[src/ulmc_pkg.sv]
// constants, field positions and carriers for the line and modem control block
package ulmc_pkg;

    // ************************************************************
    // register addresses
    // ************************************************************
    localparam logic [2:0] ADDR_DATA = 3'h0;
    localparam logic [2:0] ADDR_IER_DIVH = 3'h1;
    localparam logic [2:0] ADDR_FEAT = 3'h2;
    localparam logic [2:0] ADDR_LINE_FMT = 3'h3;
    localparam logic [2:0] ADDR_MODEM_OUT = 3'h4;
    localparam logic [2:0] ADDR_LINE_COND = 3'h5;
    localparam logic [2:0] ADDR_MODEM_IN = 3'h6;
    localparam logic [2:0] ADDR_DIV_FRAC = 3'h7;

    // ************************************************************
    // field positions
    // ************************************************************
    localparam int LF_PAR_EN = 3;
    localparam int LF_EVEN = 4;
    localparam int LF_FORCE = 5;
    localparam int LF_BREAK = 6;
    localparam int LF_DIV = 7;
    localparam int LF_STOP = 2;
    localparam int MO_DTR = 0;
    localparam int MO_RTS = 1;
    localparam int MO_OP1 = 2;
    localparam int MO_OP2 = 3;
    localparam int MO_LOOP = 4;
    localparam int MO_XANY = 5;
    localparam int MO_IR = 6;
    localparam int MO_PRESC = 7;
    localparam int FE_FIFO = 0;
    localparam int FE_ENH = 4;
    localparam int FE_ARTS = 6;
    localparam int FE_ACTS = 7;
    localparam int IE_MODEM = 3;

    // ************************************************************
    // reset values, sizes and counts
    // ************************************************************
    localparam logic [7:0] REG_RST = 8'h00;
    localparam logic [3:0] FRAC_RST = 4'h0;
    localparam int FIFO_DEPTH = 64;
    localparam logic [6:0] FIFO_FULL_ON = 7'h40;
    localparam logic [6:0] FIFO_FULL_OFF = 7'h01;
    localparam logic [6:0] RTS_STOP_LEVEL = 7'h3C;
    localparam int PRESC_DIV = 4;
    localparam logic [1:0] PRESC_LAST = 2'(PRESC_DIV - 1);

    // ************************************************************
    // carriers
    // ************************************************************
    typedef struct packed {
        logic done;
        logic [7:0] data;
        logic par_bit;
        logic stop_ok;
        logic brk;
    } ulmc_rx_ev_s;

    typedef struct packed {
        logic cd_n;
        logic ri_n;
        logic dsr_n;
        logic cts_n;
    } ulmc_modem_in_s;

    typedef struct packed {
        logic [1:0] word_len;
        logic stop2;
        logic par_en;
    } ulmc_frame_fmt_s;

    typedef struct packed {
        logic brk;
        logic fe;
        logic pe;
        logic [7:0] data;
    } ulmc_rx_entry_s;

endpackage

[src/ulmc_top.sv]
// line format, modem control and line/modem status logic of one serial channel
`timescale 1ns/1ps
// Overview of operation
// RULE1 - forced parity sends and checks constant bit: 1 when even clear, 0 when set
// RULE2 - break field holds serial output low until software clears it; code drives serial output high instead while loopback or infrared is on
// RULE3 - divisor access field maps shared addresses to divisor registers
// RULE4 - terminal-ready pin is low when field is 1, high after reset
// RULE5 - request-to-send pin low when field is 1; shared with auto flow and half-duplex
// RULE6 - spare output one feeds the ring input during loopback
// RULE7 - output two at 0: interrupt outputs off, pin high; at 1: driven, pin low
// RULE8 - loopback field selects internal loopback, clear restores external operation
// RULE9 - xon-any: any received character resumes transmit; flow characters not stored
// RULE10 - infrared field routes transmit and receive through infrared path, idling low
// RULE11 - prescaler field divides input clock by four before baud generator
// RULE12 - xon-any, infrared and prescaler act only with enhanced enable set
// RULE13 - data ready reads 1 while any received character is held
// RULE14 - character arriving with receive store full sets overrun and is dropped
// RULE15 - parity and framing error describe the character at the read head
// RULE16 - line low for a frame sets break; only one break character stored
// RULE17 - holding empty sets on transfer to shifter, clears on host load
// RULE18 - transmitter empty only when holding and shift register both empty
// RULE19 - receive error flag set while any stored character carries an error
// RULE20 - modem deltas set on change, ring only on rising pin; request interrupt
// RULE21 - auto clear-to-send: high pin halts after current character, low resumes
// RULE22 - clear-to-send status is inverted pin, or request-to-send field in loopback
// RULE23 - data-set-ready status is inverted pin, or terminal-ready field in loopback
// RULE24 - ring and carrier status inverted pins, or modem bits 2 and 3 in loopback
// RULE25 - even-select picks odd at 0 and even at 1 for send and check
// RULE26 - reading modem status clears deltas; reading line status clears overrun
// RULE27 - all control fields and error and delta flags reset to 0
module ulmc_top (
    input wire logic CLOCK,
    input wire logic SRST,
    input wire logic [2:0] ADDR,
    input wire logic [7:0] WDATA,
    input wire logic WR,
    input wire logic RD,
    output logic [7:0] RDATA,
    input wire ulmc_pkg::ulmc_rx_ev_s RX_EV,
    input wire logic XONOFF_HIT,
    input wire logic SW_FLOW_ON,
    input wire logic TX_BIT_IN,
    input wire logic TX_TAKE,
    input wire logic TX_SHIFT_BUSY,
    input wire logic SER_RX_IN,
    input wire logic IR_RX_IN,
    input wire logic RS485_EN,
    input wire logic RS485_TX_ACTIVE,
    input wire ulmc_pkg::ulmc_modem_in_s MODEM_IN,
    output logic SER_TX_OUT,
    output logic IR_TX_OUT,
    output logic IR_SEL,
    output logic RX_LINE_OUT,
    output logic [7:0] TX_DATA,
    output logic TX_VALID,
    output logic TX_PARITY,
    output ulmc_pkg::ulmc_frame_fmt_s FRAME_FMT,
    output logic TX_HALT,
    output logic TX_RESUME,
    output logic BAUD_TICK,
    output logic [15:0] DIVISOR,
    output logic [3:0] DIV_FRAC,
    output logic DTR_N,
    output logic RTS_N,
    output logic OP2_N,
    output logic INT_OE_N,
    output logic MS_INT_REQ
);

    // ************************************************************
    // parity helper
    // ************************************************************
    function automatic logic parity_of(input logic [7:0] data, input logic [1:0] wl,
                                       input logic even, input logic force_par);
        logic [7:0] mask;
        logic ones;
        mask = 8'hFF >> (2'h3 - wl);
        ones = ^(data & mask);
        if (force_par) begin
            parity_of = ~even;
        end else begin
            parity_of = even ? ones : ~ones;
        end
    endfunction

    // ************************************************************
    // registers and decode
    // ************************************************************
    logic [7:0] line_format_control_q;
    logic [7:0] modem_output_control_q;
    logic [7:0] feat_q;
    logic [7:0] ier_q;
    logic [7:0] div_low_q;
    logic [7:0] divisor_high_q;
    logic [3:0] divisor_fraction_q;
    logic [7:0] thr_q;
    logic hold_v_q;
    logic dlab;
    logic enh;
    logic loop_en;
    logic xany_en;
    logic ir_en;
    logic presc_en;
    logic rd_lc;
    logic rd_mi;
    logic rd_rhr;
    logic wr_thr;

    assign dlab = line_format_control_q[ulmc_pkg::LF_DIV];
    assign enh = feat_q[ulmc_pkg::FE_ENH];
    assign loop_en = modem_output_control_q[ulmc_pkg::MO_LOOP];
    assign xany_en = modem_output_control_q[ulmc_pkg::MO_XANY] & enh; // RULE12
    assign ir_en = modem_output_control_q[ulmc_pkg::MO_IR] & enh; // RULE12
    assign presc_en = modem_output_control_q[ulmc_pkg::MO_PRESC] & enh; // RULE12
    assign rd_lc = RD && ADDR == ulmc_pkg::ADDR_LINE_COND;
    assign rd_mi = RD && ADDR == ulmc_pkg::ADDR_MODEM_IN;
    assign rd_rhr = RD && ADDR == ulmc_pkg::ADDR_DATA && !dlab; // RULE3
    assign wr_thr = WR && ADDR == ulmc_pkg::ADDR_DATA && !dlab; // RULE3

    always_ff @(posedge CLOCK) begin
        if (SRST) begin
            line_format_control_q <= ulmc_pkg::REG_RST; // RULE27
            modem_output_control_q <= ulmc_pkg::REG_RST; // RULE27
            feat_q <= ulmc_pkg::REG_RST;
            ier_q <= ulmc_pkg::REG_RST;
        end else if (WR) begin
            case (ADDR)
                ulmc_pkg::ADDR_LINE_FMT: begin
                    line_format_control_q <= WDATA;
                end
                ulmc_pkg::ADDR_MODEM_OUT: begin
                    // enhanced fields only take a write with the enhanced enable set
                    modem_output_control_q <= {enh ? WDATA[7:5] : modem_output_control_q[7:5],
                                               WDATA[4:0]}; // RULE12
                end
                ulmc_pkg::ADDR_FEAT: begin
                    feat_q <= WDATA;
                end
                ulmc_pkg::ADDR_IER_DIVH: begin
                    if (!dlab) begin
                        ier_q <= WDATA; // RULE3
                    end
                end
                default: begin
                end
            endcase
        end
    end

    always_ff @(posedge CLOCK) begin
        if (SRST) begin
            div_low_q <= ulmc_pkg::REG_RST;
            divisor_high_q <= ulmc_pkg::REG_RST;
            divisor_fraction_q <= ulmc_pkg::FRAC_RST;
        end else if (WR && dlab) begin
            if (ADDR == ulmc_pkg::ADDR_DATA) begin
                div_low_q <= WDATA; // RULE3
            end
            if (ADDR == ulmc_pkg::ADDR_IER_DIVH) begin
                divisor_high_q <= WDATA; // RULE3
            end
            if (ADDR == ulmc_pkg::ADDR_DIV_FRAC && enh) begin
                divisor_fraction_q <= WDATA[3:0];
            end
        end
    end

    // ************************************************************
    // transmit holding register
    // ************************************************************
    always_ff @(posedge CLOCK) begin
        if (SRST) begin
            thr_q <= ulmc_pkg::REG_RST;
            hold_v_q <= 1'b0;
        end else begin
            if (wr_thr) begin
                thr_q <= WDATA;
            end
            if (wr_thr) begin
                hold_v_q <= 1'b1; // RULE17
            end else if (TX_TAKE) begin
                hold_v_q <= 1'b0; // RULE17
            end
        end
    end

    // ************************************************************
    // receive store with error tags
    // ************************************************************
    ulmc_pkg::ulmc_rx_entry_s mem [ulmc_pkg::FIFO_DEPTH];
    ulmc_pkg::ulmc_rx_entry_s head;
    ulmc_pkg::ulmc_rx_entry_s new_ent;
    logic [5:0] wp_q;
    logic [5:0] rp_q;
    logic [6:0] cnt_q;
    logic [6:0] err_cnt_q;
    logic full;
    logic storable;
    logic push;
    logic pop;
    logic fifo_flush;
    logic overrun_q;
    logic brk_hold_q;
    logic rx_line_q;

    assign head = mem[rp_q];
    assign full = cnt_q == (feat_q[ulmc_pkg::FE_FIFO] ? ulmc_pkg::FIFO_FULL_ON
                                                      : ulmc_pkg::FIFO_FULL_OFF);
    assign storable = RX_EV.done && !(XONOFF_HIT && SW_FLOW_ON) // RULE9
                      && !(RX_EV.brk && brk_hold_q); // RULE16
    assign push = storable && !full; // RULE14
    assign pop = rd_rhr && cnt_q != 7'h00;
    assign fifo_flush = WR && ADDR == ulmc_pkg::ADDR_FEAT
                        && WDATA[ulmc_pkg::FE_FIFO] != feat_q[ulmc_pkg::FE_FIFO];
    assign new_ent.brk = RX_EV.brk; // RULE16
    assign new_ent.fe = ~RX_EV.stop_ok; // RULE15
    assign new_ent.pe = line_format_control_q[ulmc_pkg::LF_PAR_EN]
                        && RX_EV.par_bit != parity_of(RX_EV.data, line_format_control_q[1:0],
                                                      line_format_control_q[ulmc_pkg::LF_EVEN],
                                                      line_format_control_q[ulmc_pkg::LF_FORCE]);
    assign new_ent.data = RX_EV.data;

    always_ff @(posedge CLOCK) begin
        if (push) begin
            mem[wp_q] <= new_ent;
        end
    end

    always_ff @(posedge CLOCK) begin
        if (SRST || fifo_flush) begin
            wp_q <= 6'h00;
            rp_q <= 6'h00;
            cnt_q <= 7'h00;
            err_cnt_q <= 7'h00;
        end else begin
            if (push) begin
                wp_q <= wp_q + 6'h01;
            end
            if (pop) begin
                rp_q <= rp_q + 6'h01;
            end
            cnt_q <= cnt_q + 7'(push) - 7'(pop); // RULE13
            err_cnt_q <= err_cnt_q + 7'(push && (new_ent.brk | new_ent.fe | new_ent.pe))
                         - 7'(pop && (head.brk | head.fe | head.pe)); // RULE19
        end
    end

    always_ff @(posedge CLOCK) begin
        if (SRST) begin
            overrun_q <= 1'b0; // RULE27
        end else if (storable && full) begin
            overrun_q <= 1'b1; // RULE14
        end else if (rd_lc) begin
            overrun_q <= 1'b0; // RULE26
        end
    end

    // one break character per break; rearmed once the line goes back high
    always_ff @(posedge CLOCK) begin
        if (SRST) begin
            brk_hold_q <= 1'b0;
        end else if (push && RX_EV.brk) begin
            brk_hold_q <= 1'b1; // RULE16
        end else if (rx_line_q) begin
            brk_hold_q <= 1'b0;
        end
    end

    // ************************************************************
    // serial routing, loopback and infrared
    // ************************************************************
    logic tx_eff;

    assign tx_eff = line_format_control_q[ulmc_pkg::LF_BREAK] ? 1'b0 : TX_BIT_IN; // RULE2

    always_ff @(posedge CLOCK) begin
        if (SRST) begin
            SER_TX_OUT <= 1'b1;
            IR_TX_OUT <= 1'b0;
            IR_SEL <= 1'b0;
            rx_line_q <= 1'b1;
        end else begin
            SER_TX_OUT <= loop_en | ir_en | tx_eff; // RULE2 RULE8 RULE10
            IR_TX_OUT <= ir_en & ~loop_en & ~tx_eff; // RULE10
            IR_SEL <= ir_en; // RULE10
            rx_line_q <= loop_en ? tx_eff : (ir_en ? IR_RX_IN : SER_RX_IN); // RULE8 RULE10
        end
    end
    assign RX_LINE_OUT = rx_line_q;

    // ************************************************************
    // modem inputs, deltas and status
    // ************************************************************
    logic [3:0] ms_lvl;
    logic [3:0] ms_prev_q;
    logic [3:0] delta_q;
    logic [3:0] delta_new;
    logic primed_q;

    // order: 3 carrier, 2 ring, 1 data-set-ready, 0 clear-to-send
    assign ms_lvl = loop_en ? {modem_output_control_q[ulmc_pkg::MO_OP2],
                               modem_output_control_q[ulmc_pkg::MO_OP1],
                               modem_output_control_q[ulmc_pkg::MO_DTR],
                               modem_output_control_q[ulmc_pkg::MO_RTS]} // RULE6 RULE22 RULE23 RULE24
                            : ~{MODEM_IN.cd_n, MODEM_IN.ri_n, MODEM_IN.dsr_n, MODEM_IN.cts_n};
    assign delta_new = primed_q ? {ms_lvl[3] ^ ms_prev_q[3], ms_prev_q[2] & ~ms_lvl[2],
                                   ms_lvl[1:0] ^ ms_prev_q[1:0]} : 4'h0; // RULE20

    always_ff @(posedge CLOCK) begin
        if (SRST) begin
            ms_prev_q <= 4'h0;
            primed_q <= 1'b0;
            delta_q <= 4'h0; // RULE27
            MS_INT_REQ <= 1'b0;
        end else begin
            ms_prev_q <= ms_lvl;
            primed_q <= 1'b1;
            delta_q <= (delta_q & {4{~rd_mi}}) | delta_new; // RULE26
            MS_INT_REQ <= ier_q[ulmc_pkg::IE_MODEM] & (|delta_q); // RULE20
        end
    end

    // ************************************************************
    // modem outputs, flow control and clocking
    // ************************************************************
    logic [1:0] presc_cnt_q;

    always_ff @(posedge CLOCK) begin
        if (SRST) begin
            DTR_N <= 1'b1;
            RTS_N <= 1'b1;
            OP2_N <= 1'b1;
            INT_OE_N <= 1'b1;
            TX_HALT <= 1'b0;
            TX_RESUME <= 1'b0;
        end else begin
            DTR_N <= ~modem_output_control_q[ulmc_pkg::MO_DTR]; // RULE4
            if (RS485_EN) begin
                RTS_N <= ~RS485_TX_ACTIVE; // RULE5
            end else if (feat_q[ulmc_pkg::FE_ARTS]) begin
                RTS_N <= cnt_q >= ulmc_pkg::RTS_STOP_LEVEL; // RULE5
            end else begin
                RTS_N <= ~modem_output_control_q[ulmc_pkg::MO_RTS]; // RULE5
            end
            OP2_N <= ~modem_output_control_q[ulmc_pkg::MO_OP2]; // RULE7
            INT_OE_N <= ~modem_output_control_q[ulmc_pkg::MO_OP2]; // RULE7
            TX_HALT <= feat_q[ulmc_pkg::FE_ACTS] & ~ms_lvl[0]; // RULE21
            TX_RESUME <= xany_en & RX_EV.done; // RULE9
        end
    end

    always_ff @(posedge CLOCK) begin
        if (SRST) begin
            presc_cnt_q <= 2'h0;
            BAUD_TICK <= 1'b0;
        end else begin
            presc_cnt_q <= presc_en ? presc_cnt_q + 2'h1 : 2'h0;
            BAUD_TICK <= !presc_en || presc_cnt_q == ulmc_pkg::PRESC_LAST; // RULE11
        end
    end

    always_ff @(posedge CLOCK) begin
        if (SRST) begin
            TX_PARITY <= 1'b0;
            FRAME_FMT <= '0;
        end else begin
            TX_PARITY <= parity_of(thr_q, line_format_control_q[1:0],
                                   line_format_control_q[ulmc_pkg::LF_EVEN],
                                   line_format_control_q[ulmc_pkg::LF_FORCE]); // RULE1 RULE25
            FRAME_FMT.word_len <= line_format_control_q[1:0];
            FRAME_FMT.stop2 <= line_format_control_q[ulmc_pkg::LF_STOP];
            FRAME_FMT.par_en <= line_format_control_q[ulmc_pkg::LF_PAR_EN];
        end
    end
    assign TX_DATA = thr_q;
    assign TX_VALID = hold_v_q;
    assign DIVISOR = {divisor_high_q, div_low_q};
    assign DIV_FRAC = divisor_fraction_q;

    // ************************************************************
    // read data
    // ************************************************************
    logic [7:0] lc_val;
    logic [7:0] rd_mux;

    assign lc_val = {err_cnt_q != 7'h00, // RULE19
                     !hold_v_q && !TX_SHIFT_BUSY, // RULE18
                     !hold_v_q, // RULE17
                     cnt_q != 7'h00 ? {head.brk, head.fe, head.pe} : 3'h0, // RULE15
                     overrun_q, cnt_q != 7'h00}; // RULE13

    always_comb begin
        rd_mux = 8'h00;
        case (ADDR)
            ulmc_pkg::ADDR_DATA: rd_mux = dlab ? div_low_q : head.data; // RULE3
            ulmc_pkg::ADDR_IER_DIVH: rd_mux = dlab ? divisor_high_q : ier_q; // RULE3
            ulmc_pkg::ADDR_FEAT: rd_mux = feat_q;
            ulmc_pkg::ADDR_LINE_FMT: rd_mux = line_format_control_q;
            ulmc_pkg::ADDR_MODEM_OUT: rd_mux = modem_output_control_q;
            ulmc_pkg::ADDR_LINE_COND: rd_mux = lc_val;
            ulmc_pkg::ADDR_MODEM_IN: rd_mux = {ms_lvl, delta_q};
            ulmc_pkg::ADDR_DIV_FRAC: rd_mux = (dlab && enh) ? {4'h0, divisor_fraction_q} : 8'h00;
            default: rd_mux = 8'h00;
        endcase
    end

    always_ff @(posedge CLOCK) begin
        if (SRST) begin
            RDATA <= 8'h00;
        end else begin
            RDATA <= RD ? rd_mux : 8'h00;
        end
    end
endmodule

[config.mk]
export PLATFORM = sky130hd
export DESIGN_NAME = ulmc_top
export DESIGN_NICKNAME = d
export VERILOG_FILES = /design/src/ulmc_pkg.sv /design/src/ulmc_top.sv
export SDC_FILE = /design/constraint.sdc
export NUM_CORES = 1
export LEC_CHECK = 0
export BUFFER_PORTS_ARGS = -buffer_cell sky130_fd_sc_hd__buf_2
export CAP_MARGIN = 20
export CORE_MARGIN = 2
export CORE_UTILIZATION = 45
export DETAILED_ROUTE_END_ITERATION = 8
export GPL_TIMING_DRIVEN = 0
export SLEW_MARGIN = 5
export SYNTH_ARGS = -nofsm -noshare
export SYNTH_HDL_FRONTEND = slang
export SYNTH_SLANG_ARGS = --single-unit
[constraint.sdc]
create_clock -name CLOCK -period 3.69 [get_ports CLOCK]
set_input_delay 0.1845 -clock CLOCK [delete_from_list [all_inputs] [get_ports CLOCK]]
set_output_delay 0.1845 -clock CLOCK [all_outputs]
set_load 0.05 [all_outputs]
==> summary.txt, run 1 <==
Cells and area
  – Area Overhead vs Synth: 19.3%
  – FF/Latch Area: 0.0237 mm²
  – Filler cells: 5653
  – Layout net count: approximately 2300
  – Multi-input logic area: 0.00892 mm²
  – Ratio of cells with drive above 1 in the final layout: 0.274

Floorplan
  – Boundary Pins: 94
  – Die Height: approximately 270 µm
  – Core ar.: 0.0727 mm²
  – # rows: 99
  – Die width: about 270 µm
  – Initial Util: 0.454
  – Die Area: 0.0755 mm²

Clocking
  – Clock-pin transition on the worst setup and hold timing paths: 0.06 ns
  – CTS buffer count: 86
  – Clk Latency, worst-skew pair: roughly 0.65 ns
  – CTS tree: done
  – TritonCTS sink count: 834
  – Clock Path Buffers: 3
  – Root Buffer: clkbuf_16
  – H-tree depth: 3

Logic synthesis
  – Ys Warns: 0
  – Post-synthesis area per instance: 17.5 µm²
  – Synthesized area: 0.0330 mm²
  – Synthesized net count: 1956
  – Yosys cell types: 64
  – Sequential area share after synthesis: 0.720
  – Number of flops mapped to enable cells by yosys: 704
  – Number of synthesized register bits: 834
  – Share of the synthesized area in the top cell type: 0.641
  – Top FF cell, synth: edfxtp_1
  – Main area contributors after synthesis: edfxtp_1 (64%), mux4_2 (12%), dfxtp_1 (7.9%)
  – Largest area contributor in the netlist: edfxtp_1
  – Post-synthesis cell count: 1889
  – FFs w/ async S/R, synth: 0

Worst setup path
  – CP arrival: 4.90 ns
  – R2r endpoint: err_cnt_q[6]
  – Crit end category: flop
  – Worst-path fanout max: 8
  – CP required: 4.26 ns
  – Setup CP Type: flop to flop
  – Flop-to-flop setup slack: -0.64 ns
  – Reg2Reg Depth: 19
  – Crit start category: flop

STA
  – Worst setup margin: -0.643 ns
  – Final setup viols: 5
  – Slew Viols, Final: 0
  – Final min period: around 4.3 ns
  – Setup TNS: -1.45 ns
  – Achievable Freq: 231 MHz
  – Final worst-path cycle share: 1.17
  – Relative slew slack: 0.215
  – RSZ-0062 raised after global routing: true
  – Slew @ Worst Pin: 1.17 ns
  – Final hold violations: 0
  – Clock skew: 0.0260 ns

Pwr
  – PwrDens: 523 mW/mm²
  – Worst VDD drop: about 0.00049 V
  – Gate power share: 0.079
  – Pint: 15900 µW
  – Net Sw Frac: 0.227
  – Clk pwr share: 0.417
  – Seq pwr share: 0.504
  – Lkg Pwr: 0.0128 µW
  – NetSw: 4680 µW
  – Total power: between 20000 and 25000 µW

Global route
  – Largest net degree at the start of global routing: 66
  – Overall Global Routing Usage: 0.270
  – Grt ovf: 0
  – First-pass GRT wire length: about 140000 µm
  – Vias in the first global route: a little under 20000
  – Initial antenna violation count: 0

Min path
  – Hold endpoint: overrun_q
  – Hold Path Origin: SW_FLOW_ON
  – Hold Crit Depth: 4
  – HP Class: input pin to flop

Place
  – Hpwl dp: 68400 µm
  – I/O Buffers: 89
  – GPL Wtd Cong: 0.943
  – Pre-CTS WS: -1.80 ns

Routing
  – DRT Pass-1 Iters: 5
  – Vias per Instance: 6.06
  – Final WL: between 100000 and 150000 µm
  – Drt wl/cell: 31.3 µm
  – Antenna viol nets, final: 0
  – Via count: a little under 20000
  – DR DRC count: 0
  – DRT iter0 DRCs: 2657

Run status
  – Failing checks: setup timing
  – Status: complete, but fails checks

Flow run
  – MaxCap Viol Count: 0
-- registers in the layout, summed over array words and instances, names as in the netlist, 4 cells and up, named ones only --
signal,count
DIV_FRAC,4
FRAME_FMT,4
RDATA,8
TX_DATA,8
cnt_q,7
delta_q,4
div_low_q,8
divisor_high_q,8
err_cnt_q,7
feat_q,8
ier_q,8
line_format_control_q,8
mem,704
modem_output_control_q,8
ms_prev_q,4
rp_q,6
wp_q,6
-- synthesized netlist by cell type (18+ instances only) --
master and n:
edfxtp_1 704, mux4_2 177, nor2_1 136, dfxtp_1 130
nand2_1 100, a21oi_1 85, mux2i_1 71, clkbuf_1 60
a22oi_1 53, nand3_1 38, inv_1 35, ha_1 25
buf_2 24, xnor2_1 21, o21ai_0 18
-- routing by layer --
| layer | wire (µm) | track usage |
|---|---|---|
| met5 | 0 | 0 |
| met4 | 4160 | 0.104 |
| met3 | 8940 | 0.0480 |
| met2 | 48400 | 0.441 |
| met1 | 39300 | 0.364 |
-- final cells by class --
type	count	area share
well taps	959	0.0305
inverters	37	0.00359
repair buffers	216	0.0459
plain buffers	105	0.0200
clock inverters	48	0.0106
flip-flops and latches	834	0.603
diodes	1	0.0000636
multi-input cells	910	0.226
clock buffers	111	0.0597
-- worst max path at each step --
| stage | start | endpoint | slack, ns | depth (start not counted) |
|---|---|---|---|---|
| after floorplan | flop | err_cnt_q[6] | -0.03 | 19 |
| after global placement | flop | err_cnt_q[6] | -2.22 | 16 |
| after detailed placement | flop | err_cnt_q[6] | -1.80 | 19 |
| after CTS | flop | err_cnt_q[6] | -0.64 | 19 |
| after global routing | flop | err_cnt_q[6] | -0.79 | 20 |
| final | flop | err_cnt_q[6] | -0.64 | 19 |
-- timing repair --
item	in CTS	in global routing
pin swaps	18	12
cloned	2	0
endpoints found under the hold margin	46	0
resized for setup	104	27
endpoints found under the setup margin	339	163
buffers inserted	25	11
hold buffers	20	0
-- stage by stage --
| step | hold WS [ns] | std cells | utilization | instance area [µm²] |
|---|---|---|---|---|
| after floorplan | 0.283 | 1889 | - | 33100 |
| after global routing | 0.0418 | 3220 | 0.541 | 39400 |
| after global placement | 0.407 | 2937 | 0.478 | 34700 |
| after detailed placement | 0.409 | 3000 | 0.488 | 35500 |
| after CTS | 0.00967 | 3203 | 0.538 | 39100 |
| final | 0.0178 | 3221 | 0.541 | 39400 |
-- power groups by stage --
stage | Clock, µW | Combinational, µW | Sequential, µW
2_1_floorplan | 0 | 891 | 10600
3_3_place_gp | 0 | 1380 | 10600
3_5_place_dp | 0 | 1440 | 10600
4_1_cts | 8690 | 1580 | 10400
5_1_grt | 9040 | 1760 | 10400
6_report | 8600 | 1630 | 10400
-- worst max-delay path, stage by stage (launching register included) --
cell and delay, ns:
dfxtp_2 0.33, buf_8 0.14, buf_12 0.18, buf_4 0.13
mux4_2 0.53, a221oi_2 0.37, o21ai_2 0.14, o311a_1 0.17
and3_2 0.25, o21a_1 0.26, ha_4 0.28, inv_2 0.04
ha_4 0.15, fa_2 0.34, a21oi_2 0.13, o21bai_1 0.09
a21oi_1 0.16, nor2_1 0.06, or3_1 0.35, a21oi_1 0.13
-- layout by cell type (no fill, tap or decap), types with 10 or more instances in the layout --
| cell | netlist | final |
|---|---|---|
| a21oi_1 | 85 | 76 |
| a22oi_1 | 53 | 45 |
| and3_1 | 11 | 10 |
| buf_12 | 0 | 18 |
| buf_2 | 24 | 103 |
| buf_4 | 9 | 61 |
| buf_6 | 6 | 38 |
| clkbuf_1 | 60 | 60 |
| clkbuf_16 | 0 | 90 |
| clkbuf_2 | 0 | 10 |
| clkinv_1 | 1 | 26 |
| clkinv_2 | 0 | 11 |
| dfxtp_1 | 130 | 129 |
| dlygate4sd3_1 | 0 | 20 |
| edfxtp_1 | 704 | 704 |
| ha_1 | 25 | 22 |
| inv_1 | 35 | 31 |
| mux2i_1 | 71 | 71 |
| mux4_2 | 177 | 177 |
| nand2_1 | 100 | 100 |
| nand3_1 | 38 | 37 |
| nor2_1 | 136 | 117 |
| nor2_2 | 1 | 15 |
| nor2b_1 | 14 | 12 |
| nor3_1 | 14 | 14 |
| o21ai_0 | 18 | 15 |
| xnor2_1 | 21 | 19 |
| xor2_1 | 13 | 13 |
-- kinds of logic (layout without fill, tap and decap cells) --
group	after synthesis	in the layout	share of synthesized area
AOI/OAI and AO/OA	224	224	0.0445
xor gates and xnor gates	34	34	0.00903
adders and majority gates	27	27	0.0107
buffers and inverters	145	517	0.0198
DFF	834	834	0.720
muxes	257	257	0.145
other	0	1	0
and+or+nand+nor	368	368	0.0509
Note: power is estimated with default switching activity, not from simulation.
==> run 2, diff against run 1 <==
--- a/config.mk
+++ b/config.mk
@@ -11,6 +11,7 @@
 export CORE_UTILIZATION = 45
 export DETAILED_ROUTE_END_ITERATION = 8
 export GPL_TIMING_DRIVEN = 0
+export SKIP_LAST_GASP = 1
 export SLEW_MARGIN = 5
 export SYNTH_ARGS = -nofsm -noshare
 export SYNTH_HDL_FRONTEND = slang
==> run 2 against run 1 <==
The flow still finishes with violations (setup timing). Maximum frequency shrank 0.46%. Register-to-register slack lost 0.02 ns. Setup slack lost 0.020 ns. Highest routed layer unchanged.
==> summary.txt, run 2 (synthesized netlist as in run 1, its figures left out) <==
Routing
  – Drt wl/cell: 31.4 µm (+0.40%)
  – DR DRC count: 0 (unchanged)
  – Antenna viol nets, final: 0 (unchanged)
  – Final WL: 101000 µm (+0.18%)
  – Via count: 19500 (+0.015%)
  – DRT iter0 DRCs: 2705 (+1.8%)
  – DRT Pass-1 Iters: 6 (+1)
  – Vias per Instance: 6.07 (+0.23%)

Cells and area
  – Area Overhead vs Synth: 19.2%
  – Max reg flops: 704 (unchanged)
  – Filler cells: 5654 (+0.018%)
  – Most frequent cells in the layout: edfxtp_1 (704), mux4_2 (177), dfxtp_1 (129), nor2_1 (121), buf_2 (102)
  – Ratio of cells with drive above 1 in the final layout: 0.271 (-0.00282)
  – Most common cell after layout, fill and taps aside: edfxtp_1
  – Layout net count: 2251 (-0.27%)
  – Design Area, Final: 0.0393 mm² (-0.15%)
  – Largest Register: mem
  – Inserted Diodes: 0 (-1)

STA
  – Final hold violations: 0 (unchanged)
  – Achievable Freq: 230 MHz (-0.46%)
  – Final worst-path cycle share: 1.18 (+0.00546)
  – Worst Hold Slack: 0.00916 ns (-0.00864 ns)
  – Slew @ Worst Pin: 1.15 ns (-0.0218 ns)
  – Relative slew slack: 0.230 (+0.0146)
  – Final setup viols: 4 (-1)
  – Final min period: 4.35 ns (+0.0201 ns)
  – Clock skew: 0.0242 ns (-0.00172 ns)
  – RSZ-0062 raised after global routing: true
  – Setup TNS: -1.51 ns (-0.0618 ns)
  – Worst setup margin: -0.663 ns (-0.0201 ns)
  – Slew Viols, Final: 0 (unchanged)

Pwr
  – PwrDens: 524 mW/mm² (+0.19%)
  – Lkg Pwr: 0.0127 µW (-0.23%)
  – Total power: 20600 µW (about the same)
  – Worst VDD drop: 0.000485 V (about the same)

Floorplan
  – # rows: 99 (unchanged)
  – Die Area: 0.0755 mm² (unchanged)
  – Initial Util: 0.454 (unchanged)
  – Die Height: 275 µm (unchanged)
  – Die width: 275 µm (unchanged)
  – Boundary Pins: 94 (unchanged)
  – Core ar.: 0.0727 mm² (unchanged)

Clocking
  – Clock-pin transition on the worst setup and hold timing paths: 0.06 ns (about the same)
  – H-tree depth: 3 (unchanged)
  – Clock Path Buffers: 3 (unchanged)
  – TritonCTS sink count: 834 (unchanged)
  – CTS tree: done
  – CTS buffer count: 86 (unchanged)
  – Clk Latency, worst-skew pair: 0.65 ns (about the same)
  – Root Buffer: clkbuf_16

Global route
  – First-pass GRT wire length: 142000 µm (about the same)
  – Grt ovf: 0 (unchanged)
  – Largest net degree at the start of global routing: 66 (unchanged)
  – Vias in the first global route: 19300 (+0.078%)
  – Initial antenna violation count: 1 (+1)
  – Overall Global Routing Usage: 0.270 (about the same)

Place
  – Placed cell area: 0.0355 mm² (unchanged)
  – GPL Wtd Cong: 0.943 (unchanged)
  – I/O Buffers: 89 (unchanged)
  – Pre-CTS WS: -1.80 ns (unchanged)
  – Hpwl dp: 68400 µm (unchanged)

Run status
  – Status: complete, but fails checks
  – Failing checks: setup timing

Worst setup path
  – CP required: 4.26 ns (about the same)
  – Crit start category: flop
  – Worst-path fanout max: 6 (-2)
  – Setup CP Type: flop to flop
  – CP arrival: 4.92 ns (+0.02 ns)
  – Crit end category: flop

Min path
  – HP Class: input pin to flop

Flow run
  – MaxCap Viol Count: 0 (unchanged)
==> run 2: routing by layer <==
metal / vias up / GRT usage / part of all wire
met5: - / 0 / 0
met4: 0 / 0.102 / 0.041
met3: 222 / 0.0486 / 0.087
met2: 1076 / 0.442 / 0.48
met1: 10100 / 0.363 / 0.39
li1: 8084 / - / -
==> run 2: area by class of cell <==
type	instances	area, µm²	area share
sequential	834	23700	0.604
multi-input combinational	910	8910	0.227
clock buffer	111	2350	0.0598
timing repair buffer	210	1760	0.0448
tap	959	1200	0.0305
buffer	105	782	0.0199
clock inverter	48	419	0.0107
inverter	37	141	0.00360
==> run 2: worst max-delay path: stages, from the launching register on <==
cell and delay [ns]:
dfxtp_2 0.33, buf_8 0.14, buf_12 0.12, buf_16 0.14
buf_16 0.14, mux4_2 0.55, a22oi_2 0.21, a21oi_2 0.13
nor4_4 0.40, nand2_1 0.11, o21a_1 0.24, ha_4 0.28
inv_2 0.04, ha_4 0.15, fa_2 0.35, a21oi_2 0.17
o21bai_2 0.08, a21oi_1 0.16, nor2_1 0.06, or3_1 0.35
a21oi_1 0.13
==> run 2: through the flow <==
stage                     utilization  instances
after floorplan                     -       1889
after global placement          0.478       2937
after detailed placement        0.488       3000
after CTS                       0.538       3203
after global routing            0.541       3214
final                           0.541       3214
==> run 2: repair_timing <==
item,4_1_cts,5_1_grt
resized for setup,99,29
hold buffers,20,0
pin swaps,17,16
cloned,2,0
buffers inserted,25,6
endpoints found under the hold margin,46,0
setup endpoints to repair,339,197
==> run 2: worst paths after layout <==
path | start | end | slack (ns) | cells past startpoint
worst min-delay path | SW_FLOW_ON | overrun_q | 0.009 | 4
worst max-delay path | flop | err_cnt_q[6] | -0.66 | 20
worst min register to register | modem_output_control_q[3] | INT_OE_N | 0.41 | 1
worst max register to register | flop | err_cnt_q[6] | -0.66 | 20
==> run 2: report_power, final <==
part | internal, µW | switching, µW | total [µW] | leakage, µW
Clock | 4930 | 3670 | 8610 | 0.00136
Combinational | 686 | 942 | 1630 | 0.00400
Sequential | 10300 | 76.3 | 10400 | 0.00739
